`src/pkg/lcd_driver_map.vh`:
```
// Constants of the multiplexed segment display driver: offsets, fields,
// reset values and timing counts. Included by every design file.
`ifndef LCD_DRIVER_MAP_VH
`define LCD_DRIVER_MAP_VH

// ==========================================================================
// Timing
`define MCLK_HZ            25000000
`define DISP_CLK_HZ        256
`define DISP_TICK_CYCLES   (`MCLK_HZ / `DISP_CLK_HZ)

// ==========================================================================
// Register byte offsets
`define LATCH_BASE_OFS     8'h00
`define LATCH_LAST_OFS     8'h3C
`define CTRL1_OFS          8'h44
`define CTRL2_OFS          8'h48
`define STATUS_OFS         8'h4C

// ==========================================================================
// Fields of the first control register
`define CTRL1_BOOST_LSB    0
`define CTRL1_BOOST_W      2
`define CTRL1_RST          2'h0

// ==========================================================================
// Fields of the second control register
`define CTRL2_BLANK_BIT    3
`define CTRL2_POWER_BIT    2
`define CTRL2_FOUR_BIT     1
`define CTRL2_EXT_BIT      0
`define CTRL2_BLANK_RST    1'h1
`define CTRL2_POWER_RST    1'h1
`define CTRL2_FOUR_RST     1'h1
`define CTRL2_EXT_POR      1'h0

// ==========================================================================
// Fields of the status register
`define STAT_PHASE_LSB     0
`define STAT_POL_BIT       4

// ==========================================================================
// Latch allocation defaults: nibble i of the address map is the location
// of latch i, pair i of the bit map its nibble bus bit
`define LATCH_ADDR_DEFAULT 128'h77776666555544443333222211110000
`define LATCH_BIT_DEFAULT  64'hE4E4E4E4E4E4E4E4
`define PRESCALER_TAP_TOP  10

// ==========================================================================
// Bus answers
`define RESP_OKAY          2'h0
`define RESP_SLVERR        2'h2

`endif

```
`src/display_phase_gen.v`:
```
// Display clock divider and phase sequencer of the segment display driver.
// Assumes mclk at the rate in the map header and a synchronous reset.
`timescale 1ns/1ns
`include "lcd_driver_map.vh"

module display_phase_gen #(
  parameter TICK_CYCLES = `DISP_TICK_CYCLES
) (
  input  wire       mclk,
  input  wire       resetn,
  input  wire       four_phase,
  output reg  [3:0] phase_r,
  output reg        polarity_r,
  output reg        phase_start_r
);

  localparam [3:0]  PH1       = 4'h1;
  localparam [3:0]  PH2       = 4'h2;
  localparam [3:0]  PH3       = 4'h4;
  localparam [3:0]  PH4       = 4'h8;
  localparam [31:0] TICK_LAST_W = TICK_CYCLES - 1;
  localparam [16:0] TICK_LAST   = TICK_LAST_W[16:0];

  reg  [16:0] div_r;
  reg  [3:0]  phase_nxt;
  wire        tick;

  // ========================================================================
  // Display clock
  assign tick = (div_r == TICK_LAST);

  always @(posedge mclk) begin
    if (!resetn)
      div_r <= 17'h0;
    else if (tick)
      div_r <= 17'h0;
    else
      div_r <= div_r + 17'h1;
  end

  // ========================================================================
  // Phase order; a mode change in phase 3 takes effect at its end
  always @* begin
    case (phase_r)
      PH1:     phase_nxt = PH2;
      PH2:     phase_nxt = PH3;
      PH3:     phase_nxt = four_phase ? PH4 : PH1;
      PH4:     phase_nxt = PH1;
      default: phase_nxt = PH1;
    endcase
  end

  // Two display ticks per phase, one of each polarity
  always @(posedge mclk) begin
    if (!resetn) begin
      phase_r       <= PH1;
      polarity_r    <= 1'b0;
      phase_start_r <= 1'b1;
    end else begin
      phase_start_r <= tick & polarity_r;
      if (tick) begin
        polarity_r <= ~polarity_r;
        if (polarity_r)
          phase_r <= phase_nxt;
      end
    end
  end

endmodule // display_phase_gen

```
`src/lcd_segment_multiplex_driver.v`:
```
// Multiplexed segment display driver with an AXI4-Lite register slave.
// Assumes one clock, synchronous resets and prescaler taps in mclk domain.
//
// Operation
// Eight segment terminals, four backplanes: 32 segments 4-phase, 24 in 3-phase.
// Display clock 256 Hz; frame 8 display ticks 4-phase, 6 in 3-phase.
// External bias select disables regulator, multiplier; bias terminals float.
// External bias select is cleared only by power-on reset.
// Four-phase select picks 4 or 3 phases; backplane 4 off in 3-phase.
// Power down stops regulator, multiplier, grounds bias outputs, keeps latches.
// Blank turns all segment terminals off, regulator and multiplier keep running.
// Two-bit booster clock select picks the multiplier clock.
// Select 00,10,01,11 (low bit first) picks taps 10,9,8,7.
// Any system reset sets blank, power down and four-phase select to 1.
// Latch space has 16 nibble locations, 0 to 15.
// Every implemented latch is readable and writable.
// Only 32 latch bits exist; other locations read zero, store nothing.
// Terminal outputs latch n in phase n; phase 4 skipped in 3-phase.
// Backplane n active only in phase n.
// Each latch location chosen at build time.
// Each latch nibble bus bit chosen at build time.
// Latches unused by the display still store written values.
// Default: terminal k, phase j uses location k-1, bit j-1.
// A write reaches the terminal from the next phase that outputs it.
//
// Implementation choices: the register addresses and register access over AXI4-Lite.
`timescale 1ns/1ns
`include "lcd_driver_map.vh"

module lcd_segment_multiplex_driver #(
  parameter         TICK_CYCLES = `DISP_TICK_CYCLES,
  parameter [127:0] ADDR_MAP    = `LATCH_ADDR_DEFAULT,
  parameter [63:0]  BIT_MAP     = `LATCH_BIT_DEFAULT
) (
  input  wire        mclk,
  input  wire        resetn,
  input  wire        por_n,
  input  wire [7:0]  s_axi_awaddr,
  input  wire [2:0]  s_axi_awprot,
  input  wire        s_axi_awvalid,
  output wire        s_axi_awready,
  input  wire [31:0] s_axi_wdata,
  input  wire [3:0]  s_axi_wstrb,
  input  wire        s_axi_wvalid,
  output wire        s_axi_wready,
  output reg  [1:0]  s_axi_bresp,
  output reg         s_axi_bvalid,
  input  wire        s_axi_bready,
  input  wire [7:0]  s_axi_araddr,
  input  wire [2:0]  s_axi_arprot,
  input  wire        s_axi_arvalid,
  output wire        s_axi_arready,
  output reg  [31:0] s_axi_rdata,
  output reg  [1:0]  s_axi_rresp,
  output reg         s_axi_rvalid,
  input  wire        s_axi_rready,
  input  wire [10:7] prescaler_tap,
  output reg  [7:0]  display_terminal,
  output reg  [3:0]  backplane_drive,
  output reg         drive_polarity,
  output reg  [2:0]  bias_out_en_n,
  output reg         bias_to_ground,
  output reg         regulator_on,
  output reg         booster_clk
);

  localparam [2:0] K_NONE   = 3'h0;
  localparam [2:0] K_LATCH  = 3'h1;
  localparam [2:0] K_CTRL1  = 3'h2;
  localparam [2:0] K_CTRL2  = 3'h3;
  localparam [2:0] K_STATUS = 3'h4;

  // ========================================================================
  // Storage and control state
  reg  [31:0] seg_bits_r;
  reg  [1:0]  booster_clock_select_r;
  reg         segment_blank_r;
  reg         display_power_down_r;
  reg         four_phase_select_r;
  reg         external_bias_select_r;
  reg  [7:0]  seg_data_r;

  reg  [7:0]  aw_addr_r;
  reg         aw_held_r;
  reg  [31:0] w_data_r;
  reg  [3:0]  w_strb_r;
  reg         w_held_r;

  wire        sys_rstn;
  wire [3:0]  phase;
  wire        polarity;
  wire        phase_start;
  wire        do_write;
  wire        do_read;
  wire [2:0]  wr_kind;
  wire [2:0]  rd_kind;
  wire        wr_low;
  wire        drive_on;
  wire [1:0]  tap_idx;
  reg  [7:0]  seg_phase;
  reg  [31:0] rd_word;
  integer     k;
  integer     m;

  // ========================================================================
  // Functions
  // Register class of a byte address
  function [2:0] decode_kind;
    input [7:0] addr;
    begin
      if (addr <= `LATCH_LAST_OFS)
        decode_kind = K_LATCH;
      else if (addr[7:2] == `CTRL1_OFS >> 2)
        decode_kind = K_CTRL1;
      else if (addr[7:2] == `CTRL2_OFS >> 2)
        decode_kind = K_CTRL2;
      else if (addr[7:2] == `STATUS_OFS >> 2)
        decode_kind = K_STATUS;
      else
        decode_kind = K_NONE;
    end
  endfunction

  // Latch idx sits at location loc, nibble bit nb
  function latch_hit;
    input integer idx;
    input [3:0]   loc;
    input [1:0]   nb;
    reg   [127:0] a_sh;
    reg   [63:0]  b_sh;
    begin
      a_sh      = ADDR_MAP >> (idx * 4);
      b_sh      = BIT_MAP >> (idx * 2);
      latch_hit = (a_sh[3:0] == loc) && (b_sh[1:0] == nb);
    end
  endfunction

  // Nibble seen at a latch location; empty bits read zero
  function [3:0] read_loc;
    input [3:0] loc;
    input [31:0] bits;
    integer i;
    integer b;
    begin
      read_loc = 4'h0;
      for (i = 0; i < 32; i = i + 1) begin
        for (b = 0; b < 4; b = b + 1) begin
          if (latch_hit(i, loc, b[1:0]))
            read_loc[b] = read_loc[b] | bits[i];
        end
      end
    end
  endfunction

  // ========================================================================
  // Phase sequencer
  assign sys_rstn = resetn & por_n;

  display_phase_gen #(
    .TICK_CYCLES   (TICK_CYCLES)
  ) u_phase (
    .mclk          (mclk),
    .resetn        (sys_rstn),
    .four_phase    (four_phase_select_r),
    .phase_r       (phase),
    .polarity_r    (polarity),
    .phase_start_r (phase_start)
  );

  // ========================================================================
  // AXI4-Lite handshakes
  // Address and data are held apart so either may come first
  assign s_axi_awready = ~aw_held_r;
  assign s_axi_wready  = ~w_held_r;
  assign s_axi_arready = ~s_axi_rvalid;
  assign do_write      = aw_held_r & w_held_r & ~s_axi_bvalid;
  assign do_read       = s_axi_arvalid & ~s_axi_rvalid;
  assign wr_kind       = decode_kind(aw_addr_r);
  assign rd_kind       = decode_kind(s_axi_araddr);
  assign wr_low        = w_strb_r[0];

  always @(posedge mclk) begin
    if (!sys_rstn) begin
      aw_addr_r <= 8'h00;
      aw_held_r <= 1'b0;
      w_data_r  <= 32'h0;
      w_strb_r  <= 4'h0;
      w_held_r  <= 1'b0;
    end else begin
      if (s_axi_awvalid && !aw_held_r) begin
        aw_addr_r <= s_axi_awaddr;
        aw_held_r <= 1'b1;
      end else if (do_write) begin
        aw_held_r <= 1'b0;
      end
      if (s_axi_wvalid && !w_held_r) begin
        w_data_r <= s_axi_wdata;
        w_strb_r <= s_axi_wstrb;
        w_held_r <= 1'b1;
      end else if (do_write) begin
        w_held_r <= 1'b0;
      end
    end
  end

  always @(posedge mclk) begin
    if (!sys_rstn) begin
      s_axi_bvalid <= 1'b0;
      s_axi_bresp  <= `RESP_OKAY;
    end else if (do_write) begin
      s_axi_bvalid <= 1'b1;
      s_axi_bresp  <= (wr_kind == K_NONE) ? `RESP_SLVERR : `RESP_OKAY;
    end else if (s_axi_bready) begin
      s_axi_bvalid <= 1'b0;
    end
  end

  // ========================================================================
  // Latch storage
  // Cleared by power-on only, like the hardware latches they model
  always @(posedge mclk) begin
    if (!por_n) begin
      seg_bits_r <= 32'h0;
    end else if (do_write && wr_kind == K_LATCH && wr_low) begin
      for (k = 0; k < 32; k = k + 1) begin
        if (latch_hit(k, aw_addr_r[5:2], 2'h0))
          seg_bits_r[k] <= w_data_r[0];
        if (latch_hit(k, aw_addr_r[5:2], 2'h1))
          seg_bits_r[k] <= w_data_r[1];
        if (latch_hit(k, aw_addr_r[5:2], 2'h2))
          seg_bits_r[k] <= w_data_r[2];
        if (latch_hit(k, aw_addr_r[5:2], 2'h3))
          seg_bits_r[k] <= w_data_r[3];
      end
    end
  end

  // ========================================================================
  // Control registers
  always @(posedge mclk) begin
    if (!sys_rstn) begin
      booster_clock_select_r <= `CTRL1_RST;
      segment_blank_r        <= `CTRL2_BLANK_RST;
      display_power_down_r   <= `CTRL2_POWER_RST;
      four_phase_select_r    <= `CTRL2_FOUR_RST;
    end else if (do_write && wr_low) begin
      if (wr_kind == K_CTRL1)
        booster_clock_select_r <= w_data_r[`CTRL1_BOOST_LSB +: `CTRL1_BOOST_W];
      if (wr_kind == K_CTRL2) begin
        segment_blank_r      <= w_data_r[`CTRL2_BLANK_BIT];
        display_power_down_r <= w_data_r[`CTRL2_POWER_BIT];
        four_phase_select_r  <= w_data_r[`CTRL2_FOUR_BIT];
      end
    end
  end

  // Survives watchdog and other system resets
  always @(posedge mclk) begin
    if (!por_n)
      external_bias_select_r <= `CTRL2_EXT_POR;
    else if (do_write && wr_low && wr_kind == K_CTRL2)
      external_bias_select_r <= w_data_r[`CTRL2_EXT_BIT];
  end

  // ========================================================================
  // Read path
  always @* begin
    rd_word = 32'h0;
    case (rd_kind)
      K_LATCH:
        rd_word[3:0] = read_loc(s_axi_araddr[5:2], seg_bits_r);
      K_CTRL1:
        rd_word[`CTRL1_BOOST_LSB +: `CTRL1_BOOST_W] = booster_clock_select_r;
      K_CTRL2: begin
        rd_word[`CTRL2_BLANK_BIT] = segment_blank_r;
        rd_word[`CTRL2_POWER_BIT] = display_power_down_r;
        rd_word[`CTRL2_FOUR_BIT]  = four_phase_select_r;
        rd_word[`CTRL2_EXT_BIT]   = external_bias_select_r;
      end
      K_STATUS: begin
        rd_word[`STAT_PHASE_LSB +: 4] = phase;
        rd_word[`STAT_POL_BIT]        = polarity;
      end
      default:
        rd_word = 32'h0;
    endcase
  end

  always @(posedge mclk) begin
    if (!sys_rstn) begin
      s_axi_rvalid <= 1'b0;
      s_axi_rdata  <= 32'h0;
      s_axi_rresp  <= `RESP_OKAY;
    end else if (do_read) begin
      s_axi_rvalid <= 1'b1;
      s_axi_rdata  <= rd_word;
      s_axi_rresp  <= (rd_kind == K_NONE) ? `RESP_SLVERR : `RESP_OKAY;
    end else if (s_axi_rready) begin
      s_axi_rvalid <= 1'b0;
    end
  end

  // ========================================================================
  // Segment multiplexing
  // Terminal k shows its latch for the current phase
  always @* begin
    seg_phase = 8'h00;
    for (m = 0; m < 8; m = m + 1)
      seg_phase[m] = |(seg_bits_r[m * 4 +: 4] & phase);
  end

  // Sampled only at phase entry so a write waits for its phase
  always @(posedge mclk) begin
    if (!sys_rstn)
      seg_data_r <= 8'h00;
    else if (phase_start)
      seg_data_r <= seg_phase;
  end

  assign drive_on = ~display_power_down_r;

  always @(posedge mclk) begin
    if (!sys_rstn) begin
      display_terminal <= 8'h00;
      backplane_drive  <= 4'h0;
      drive_polarity   <= 1'b0;
    end else begin
      if (segment_blank_r || !drive_on)
        display_terminal <= 8'h00;
      else
        display_terminal <= seg_data_r;
      // Phase 4 never comes up in 3-phase, so backplane 4 stays off
      backplane_drive <= drive_on ? phase : 4'h0;
      drive_polarity  <= drive_on & polarity;
    end
  end

  // ========================================================================
  // Bias supply control
  // Select value counts down from the top tap
  assign tap_idx = booster_clock_select_r;

  always @(posedge mclk) begin
    if (!sys_rstn) begin
      bias_out_en_n  <= 3'h7;
      bias_to_ground <= 1'b0;
      regulator_on   <= 1'b0;
      booster_clk    <= 1'b0;
    end else begin
      regulator_on   <= ~external_bias_select_r & drive_on;
      // External bias wins: its terminals float even while powered down
      bias_out_en_n  <= external_bias_select_r ? 3'h7 : 3'h0;
      bias_to_ground <= ~external_bias_select_r & display_power_down_r;
      if (external_bias_select_r || display_power_down_r)
        booster_clk <= 1'b0;
      else
        booster_clk <= prescaler_tap[`PRESCALER_TAP_TOP - tap_idx];
    end
  end

endmodule // lcd_segment_multiplex_driver

```
`config.mk`:
```
export PLATFORM = sky130hd
export DESIGN_NAME = lcd_segment_multiplex_driver
export DESIGN_NICKNAME = d
export VERILOG_FILES = /design/src/display_phase_gen.v /design/src/lcd_segment_multiplex_driver.v
export VERILOG_INCLUDE_DIRS = /design/src /design/src/pkg
export SDC_FILE = /design/constraint.sdc
export NUM_CORES = 1
export LEC_CHECK = 0
export BUFFER_PORTS_ARGS = -buffer_cell sky130_fd_sc_hd__buf_2
export CORE_MARGIN = 4
export CORE_UTILIZATION = 41
export DETAILED_ROUTE_END_ITERATION = 6
export GPL_TIMING_DRIVEN = 0
export SYNTH_ARGS = -nofsm -noshare
export SYNTH_HDL_FRONTEND = slang
export SYNTH_SLANG_ARGS = --single-unit
```
`constraint.sdc`:
```
create_clock -name mclk -period 2.21 [get_ports mclk]
set_input_delay 0.1105 -clock mclk [delete_from_list [all_inputs] [get_ports mclk]]
set_output_delay 0.1105 -clock mclk [all_outputs]
set_load 0.02 [all_outputs]
```
==> out/qor_table.md <==
| Stage | Parameter | Value |
|:---|:---|:---|
| drt | Router iterations before antenna repair | 5 |
| synthesis | Main combinational cell family by area after synthesis | simple AND/OR/NAND/NOR gates |
| flow run | Max-cap check violation count | 0 |
| die | Core ar. | 12100 µm² |
| die | Placement row count | 40 |
| die | Die ar. | 14300 µm² |
| sta | Worst slew pin tran | 0.977 ns |
| global routing | GR met1 Demand/Resource | 24.3% |
| synthesis | Dominant synthesized flop cell | dfxtp_1 |
| place | Quantity of I/O buffers inserted on ports | 62 |
| drt | Vias after detailed routing | 4144 |
| global routing | Met3 track demand over resource | 3.49% |
| synthesis | Yosys Warn Count | 0 |
| synthesis | Share of flip-flops with an asynchronous set or reset | 0% |
| place | Worst Setup Slack post-DPL | 0.143 ns |
| sta | Final Worst Setup Slack | 0.242 ns |
| hold path | Cell depth of the worst min-delay path | 3 |
| pwr | Internal power | 3060 µW |
| pwr | PD cells | 646 nW/µm² |
| die | Die X | 120 µm |
| global routing | Largest net degree at the start of global routing | 16 |
| drt | Average detailed-routed wire length per instance | 14.5 µm |
| synthesis | Leading area contributor after synthesis | dfxtp_1 |
| setup path | Data arrival at the endpoint of the critical path | 2.21 ns |
| setup path | Max FO, Critical Path | 10 |
| clock network | H-tree Lvls | 3 |
| global routing | Total overflow reported by the global router | 0 |
| global routing | Wire length of the first global-routing pass | 19400 µm |
| setup path | Required time worst endpoint | 2.45 ns |
| synthesis | Seq cells post-synth | 110 |
| sta | Total negative slack | 0 ns |
| finish | Flip-flop and latch area | 2200 µm² |
| setup path | R2R Path Start | u_phase.div_r[0] |
| setup path | Category of the worst setup path capture point | register |
| clock network | Maximum number of buffers from clock root to sink | 2 |
| sta | Max-slew headroom at the worst pin | 34.0% |
| place | HPWL after DPL | 9220 µm |
| global routing | Via count of the first global-routing pass | 3802 |
| clock network | Clock latency on the worst-skew pair | 0.36 ns |
| sta | Finish-stage setup viols | 0 |
| die | I/O pin cnt | 130 |
| sta | RSZ-0062 raised after global routing | no |
| setup path | Startpoint Class | register |
| synthesis | Unique cell type count in the Yosys netlist | 53 |
| setup path | Startpoint-to-endpoint class of the critical path | reg2reg |
| pwr | Switching power summed over all nets | 900 µW |
| synthesis | Post-synthesis instance area | 5120 µm² |
| synthesis | XOR/XNOR share of the synthesized area | 2.39% |
| global routing | Number of antenna violations at the first check in global routing | 0 |
| synthesis | Share of synthesized area spent on multiplexers | 12.8% |
| sta | Final worst clock skew | 0.00740 ns |
| hold path | Origin of the worst min-delay path | s_axi_wdata[0] |
| run status | Result of the run | finished clean |
| global routing | Met2 usage | 25.4% |
| synthesis | Synthesized instance count | 553 |
| pwr | Worst supply voltage drop on vdd | 0.000277 V |
| synthesis | EDFF count, synth | 0 |
| pwr | Sequential share of power | 50.9% |
| synthesis | Share of the synthesized area in the top cell type | 43.0% |
| pwr | Part of the power in the clock network | 40.9% |
| sta | Crit share post-route | 89.1% |
| clock network | Root buffer cell | clkbuf_16 |
| synthesis | Mean instance size in the synthesized netlist | 9.26 µm² |
| sta | Final hold violation count | 0 |
| synthesis | Proportion of synthesized chip area in sequential cells | 43.0% |
| die | Effective utilization at floorplan | 42.3% |
| die | DIE HEIGHT | 120 µm |
| clock network | Number of clock buffers inserted by TritonCTS | 9 |
| sta | Max-slew violation count | 0 |
| finish | Total number of nets in the final design | 735 |
| drt | Antenna-violating nets left | 0 |
| hold path | Worst Hold Path EP | w_data_r[0] |
| setup path | Reg2reg end | u_phase.div_r[9] |
| drt | Vias/cell | 4.97 |
| drt | DRC violations left | 0 |
| setup path | Cell count of the worst reg-to-reg path | 7 |
| sta | Final worst path period need | 1.97 ns |
| finish | Fraction of final layout cells sized beyond drive strength 1 | 19.4% |
| drt | Number of DRC markers after the initial detailed-route iteration | 235 |
| pwr | Standby leakage power | 0.00247 µW |
| clock network | Clk sinks | 110 |
| synthesis | Fraction of the mapped netlist area in compound gates | 11.2% |
| sta | Top achievable clock speed | 508 MHz |
| pwr | Comb pwr share | 8.2% |
| hold path | Hold WC Path Type | in2reg |
| synthesis | Post-Synth Simple-Gate Area | 21.8% |
| sta | Worst hold slack | 0.00227 ns |
| synthesis | Ranking of synthesized cells by area | dfxtp_1, mux2i_1, buf_4, nor2b_1, nand2_1 |
| finish | Combined area of the multi-input logic cells | 2610 µm² |
| synthesis | Synth Area in Adders | 0.489% |
| global routing | Top Usage Layer GRT | met2 |
| clock network | Clock slew at the register clock pins of the worst setup and hold paths | 0.07 ns |
| clock network | TritonCTS clock tree | built |
| global routing | Total routing resource utilization after global routing | 17.0% |
| drt | Overall routed net length | 12100 µm |
| place | Final RePlAce weighted congestion | 0.854 |
| finish | Number of antenna cells inserted | 0 |
| setup path | Register-to-Register Setup Slack | 0.24 ns |
| pwr | Fraction of power spent switching nets | 22.7% |
| finish | Layout overhead on the synthesized area | 19.7% |
| finish | Number of filler instances in the final layout | 1174 |
synth_stat cells, drive strengths merged (3+ instances only):
| cell type | n |
|---|---|
| o21ai | 25 |
| a21oi | 24 |
| a22oi | 16 |
| inv | 11 |
| nor4 | 6 |
| nand2 | 42 |
| xnor2 | 10 |
| a31oi | 8 |
| nor2 | 34 |
| and3 | 6 |
| mux2i | 54 |
| and2 | 11 |
| nand2b | 6 |
| nand3 | 15 |
| xor2 | 4 |
| dfxtp | 110 |
| nor3 | 12 |
| a32oi | 3 |
| clkbuf | 25 |
| buf | 39 |
| and4 | 3 |
| nor3b | 3 |
| mux4 | 4 |
| nor2b | 35 |
| nor4b | 3 |
| nand4 | 11 |
area by class of cell:
type	count	area share (%)
plain buffers	64	6.26
clock buffers	13	4.24
clock inverters	1	0.490
inverters	11	0.673
multi-input cells	396	42.5
flip-flops and latches	110	35.9
well taps	168	3.43
repair buffers	71	6.49
per-stage QoR:
step / instance area (µm²) / cells / utilization (%) / total power, µW
global route: 6130 / 834 / 50.6 / 4120
global placement: 5750 / 811 / 47.5 / 2370
finish: 6130 / 834 / 50.6 / 3960
detailed placement: 5750 / 811 / 47.5 / 2370
floorplan: 5230 / 581 / - / 2290
CTS: 6120 / 833 / 50.5 / 4000
critical path, stage by stage, from the launching register on:
cell	delay (ns)
dfxtp_1	0.39
ha_1	0.24
nor4bb_1	0.34
nand3_1	0.13
buf_4	0.18
o21ai_4	0.23
buf_2	0.27
nor2_1	0.07
layer usage:
layer | vias up | wire length, µm
met3 | 15 | 735
met1 | 1873 | 6030
li1 | 2118 | -
met4 | 0 | 166
met5 | - | 0
met2 | 138 | 5180
power groups by stage:
stage / logic, µW / clock network, µW / registers, µW
2_1_floorplan: 223 / 0 / 2070
3_3_place_gp: 308 / 0 / 2060
3_5_place_dp: 311 / 0 / 2060
4_1_cts: 323 / 1660 / 2020
5_1_grt: 357 / 1740 / 2020
6_report: 326 / 1620 / 2020
placed cells by master (no fill, tap or decap), types with 9 or more instances in the layout:
master     instances
clkbuf_1          27
nand3_1           15
mux2i_1           54
conb_1            29
nand4_1           11
nor2_1            34
a22oi_1           16
a21oi_1           24
nand2_1           42
buf_4             32
o21ai_0           24
inv_1             11
nor3_1            11
clkbuf_16          9
xnor2_1           10
dfxtp_1          110
and2_1            11
nor2b_1           35
buf_2             66
worst max path at each step:
stage | startpoint | to | slack, ns | cells after the start
2_1_floorplan | s_axi_bvalid | seg_bits_r[16] | 0.47 | 5
3_3_place_gp | u_phase.div_r[0] | u_phase.div_r[10] | 0.20 | 6
3_5_place_dp | u_phase.div_r[0] | u_phase.div_r[12] | 0.14 | 6
4_1_cts | u_phase.div_r[0] | u_phase.div_r[11] | 0.13 | 6
5_1_grt | u_phase.div_r[0] | u_phase.div_r[11] | 0.03 | 7
6_report | u_phase.div_r[0] | u_phase.div_r[9] | 0.24 | 7
registers in the layout (all words and copies together) (netlist names), 2 cells and up:
register and flops:
display_terminal 8, s_axi_rdata 5, backplane_drive 4, w_data_r 4, seg_data_r 8, booster_clock_select_r 2, u_phase.div_r 17, u_phase.phase_r 4
aw_addr_r 8, seg_bits_r 32
kinds of logic (layout without fill, tap and decap cells):
logic type      after synthesis  after routing
simple gates                199            199
flops                       110            110
compound gates               92             92
buf+inv                      75            160
mux                          60             60
xor+xnor                     14             14
fa+ha+maj                     2              2
other cells                   1             29
timing repair:
item / CTS / global route
setup endpoints to repair: 0 / 10
hold buffers: 8 / 0
gates resized for setup: 0 / 1
hold endpoints to repair: 8 / 0
setup buffers: 0 / 1
No activity file was read; power rests on OpenSTA's default activity.
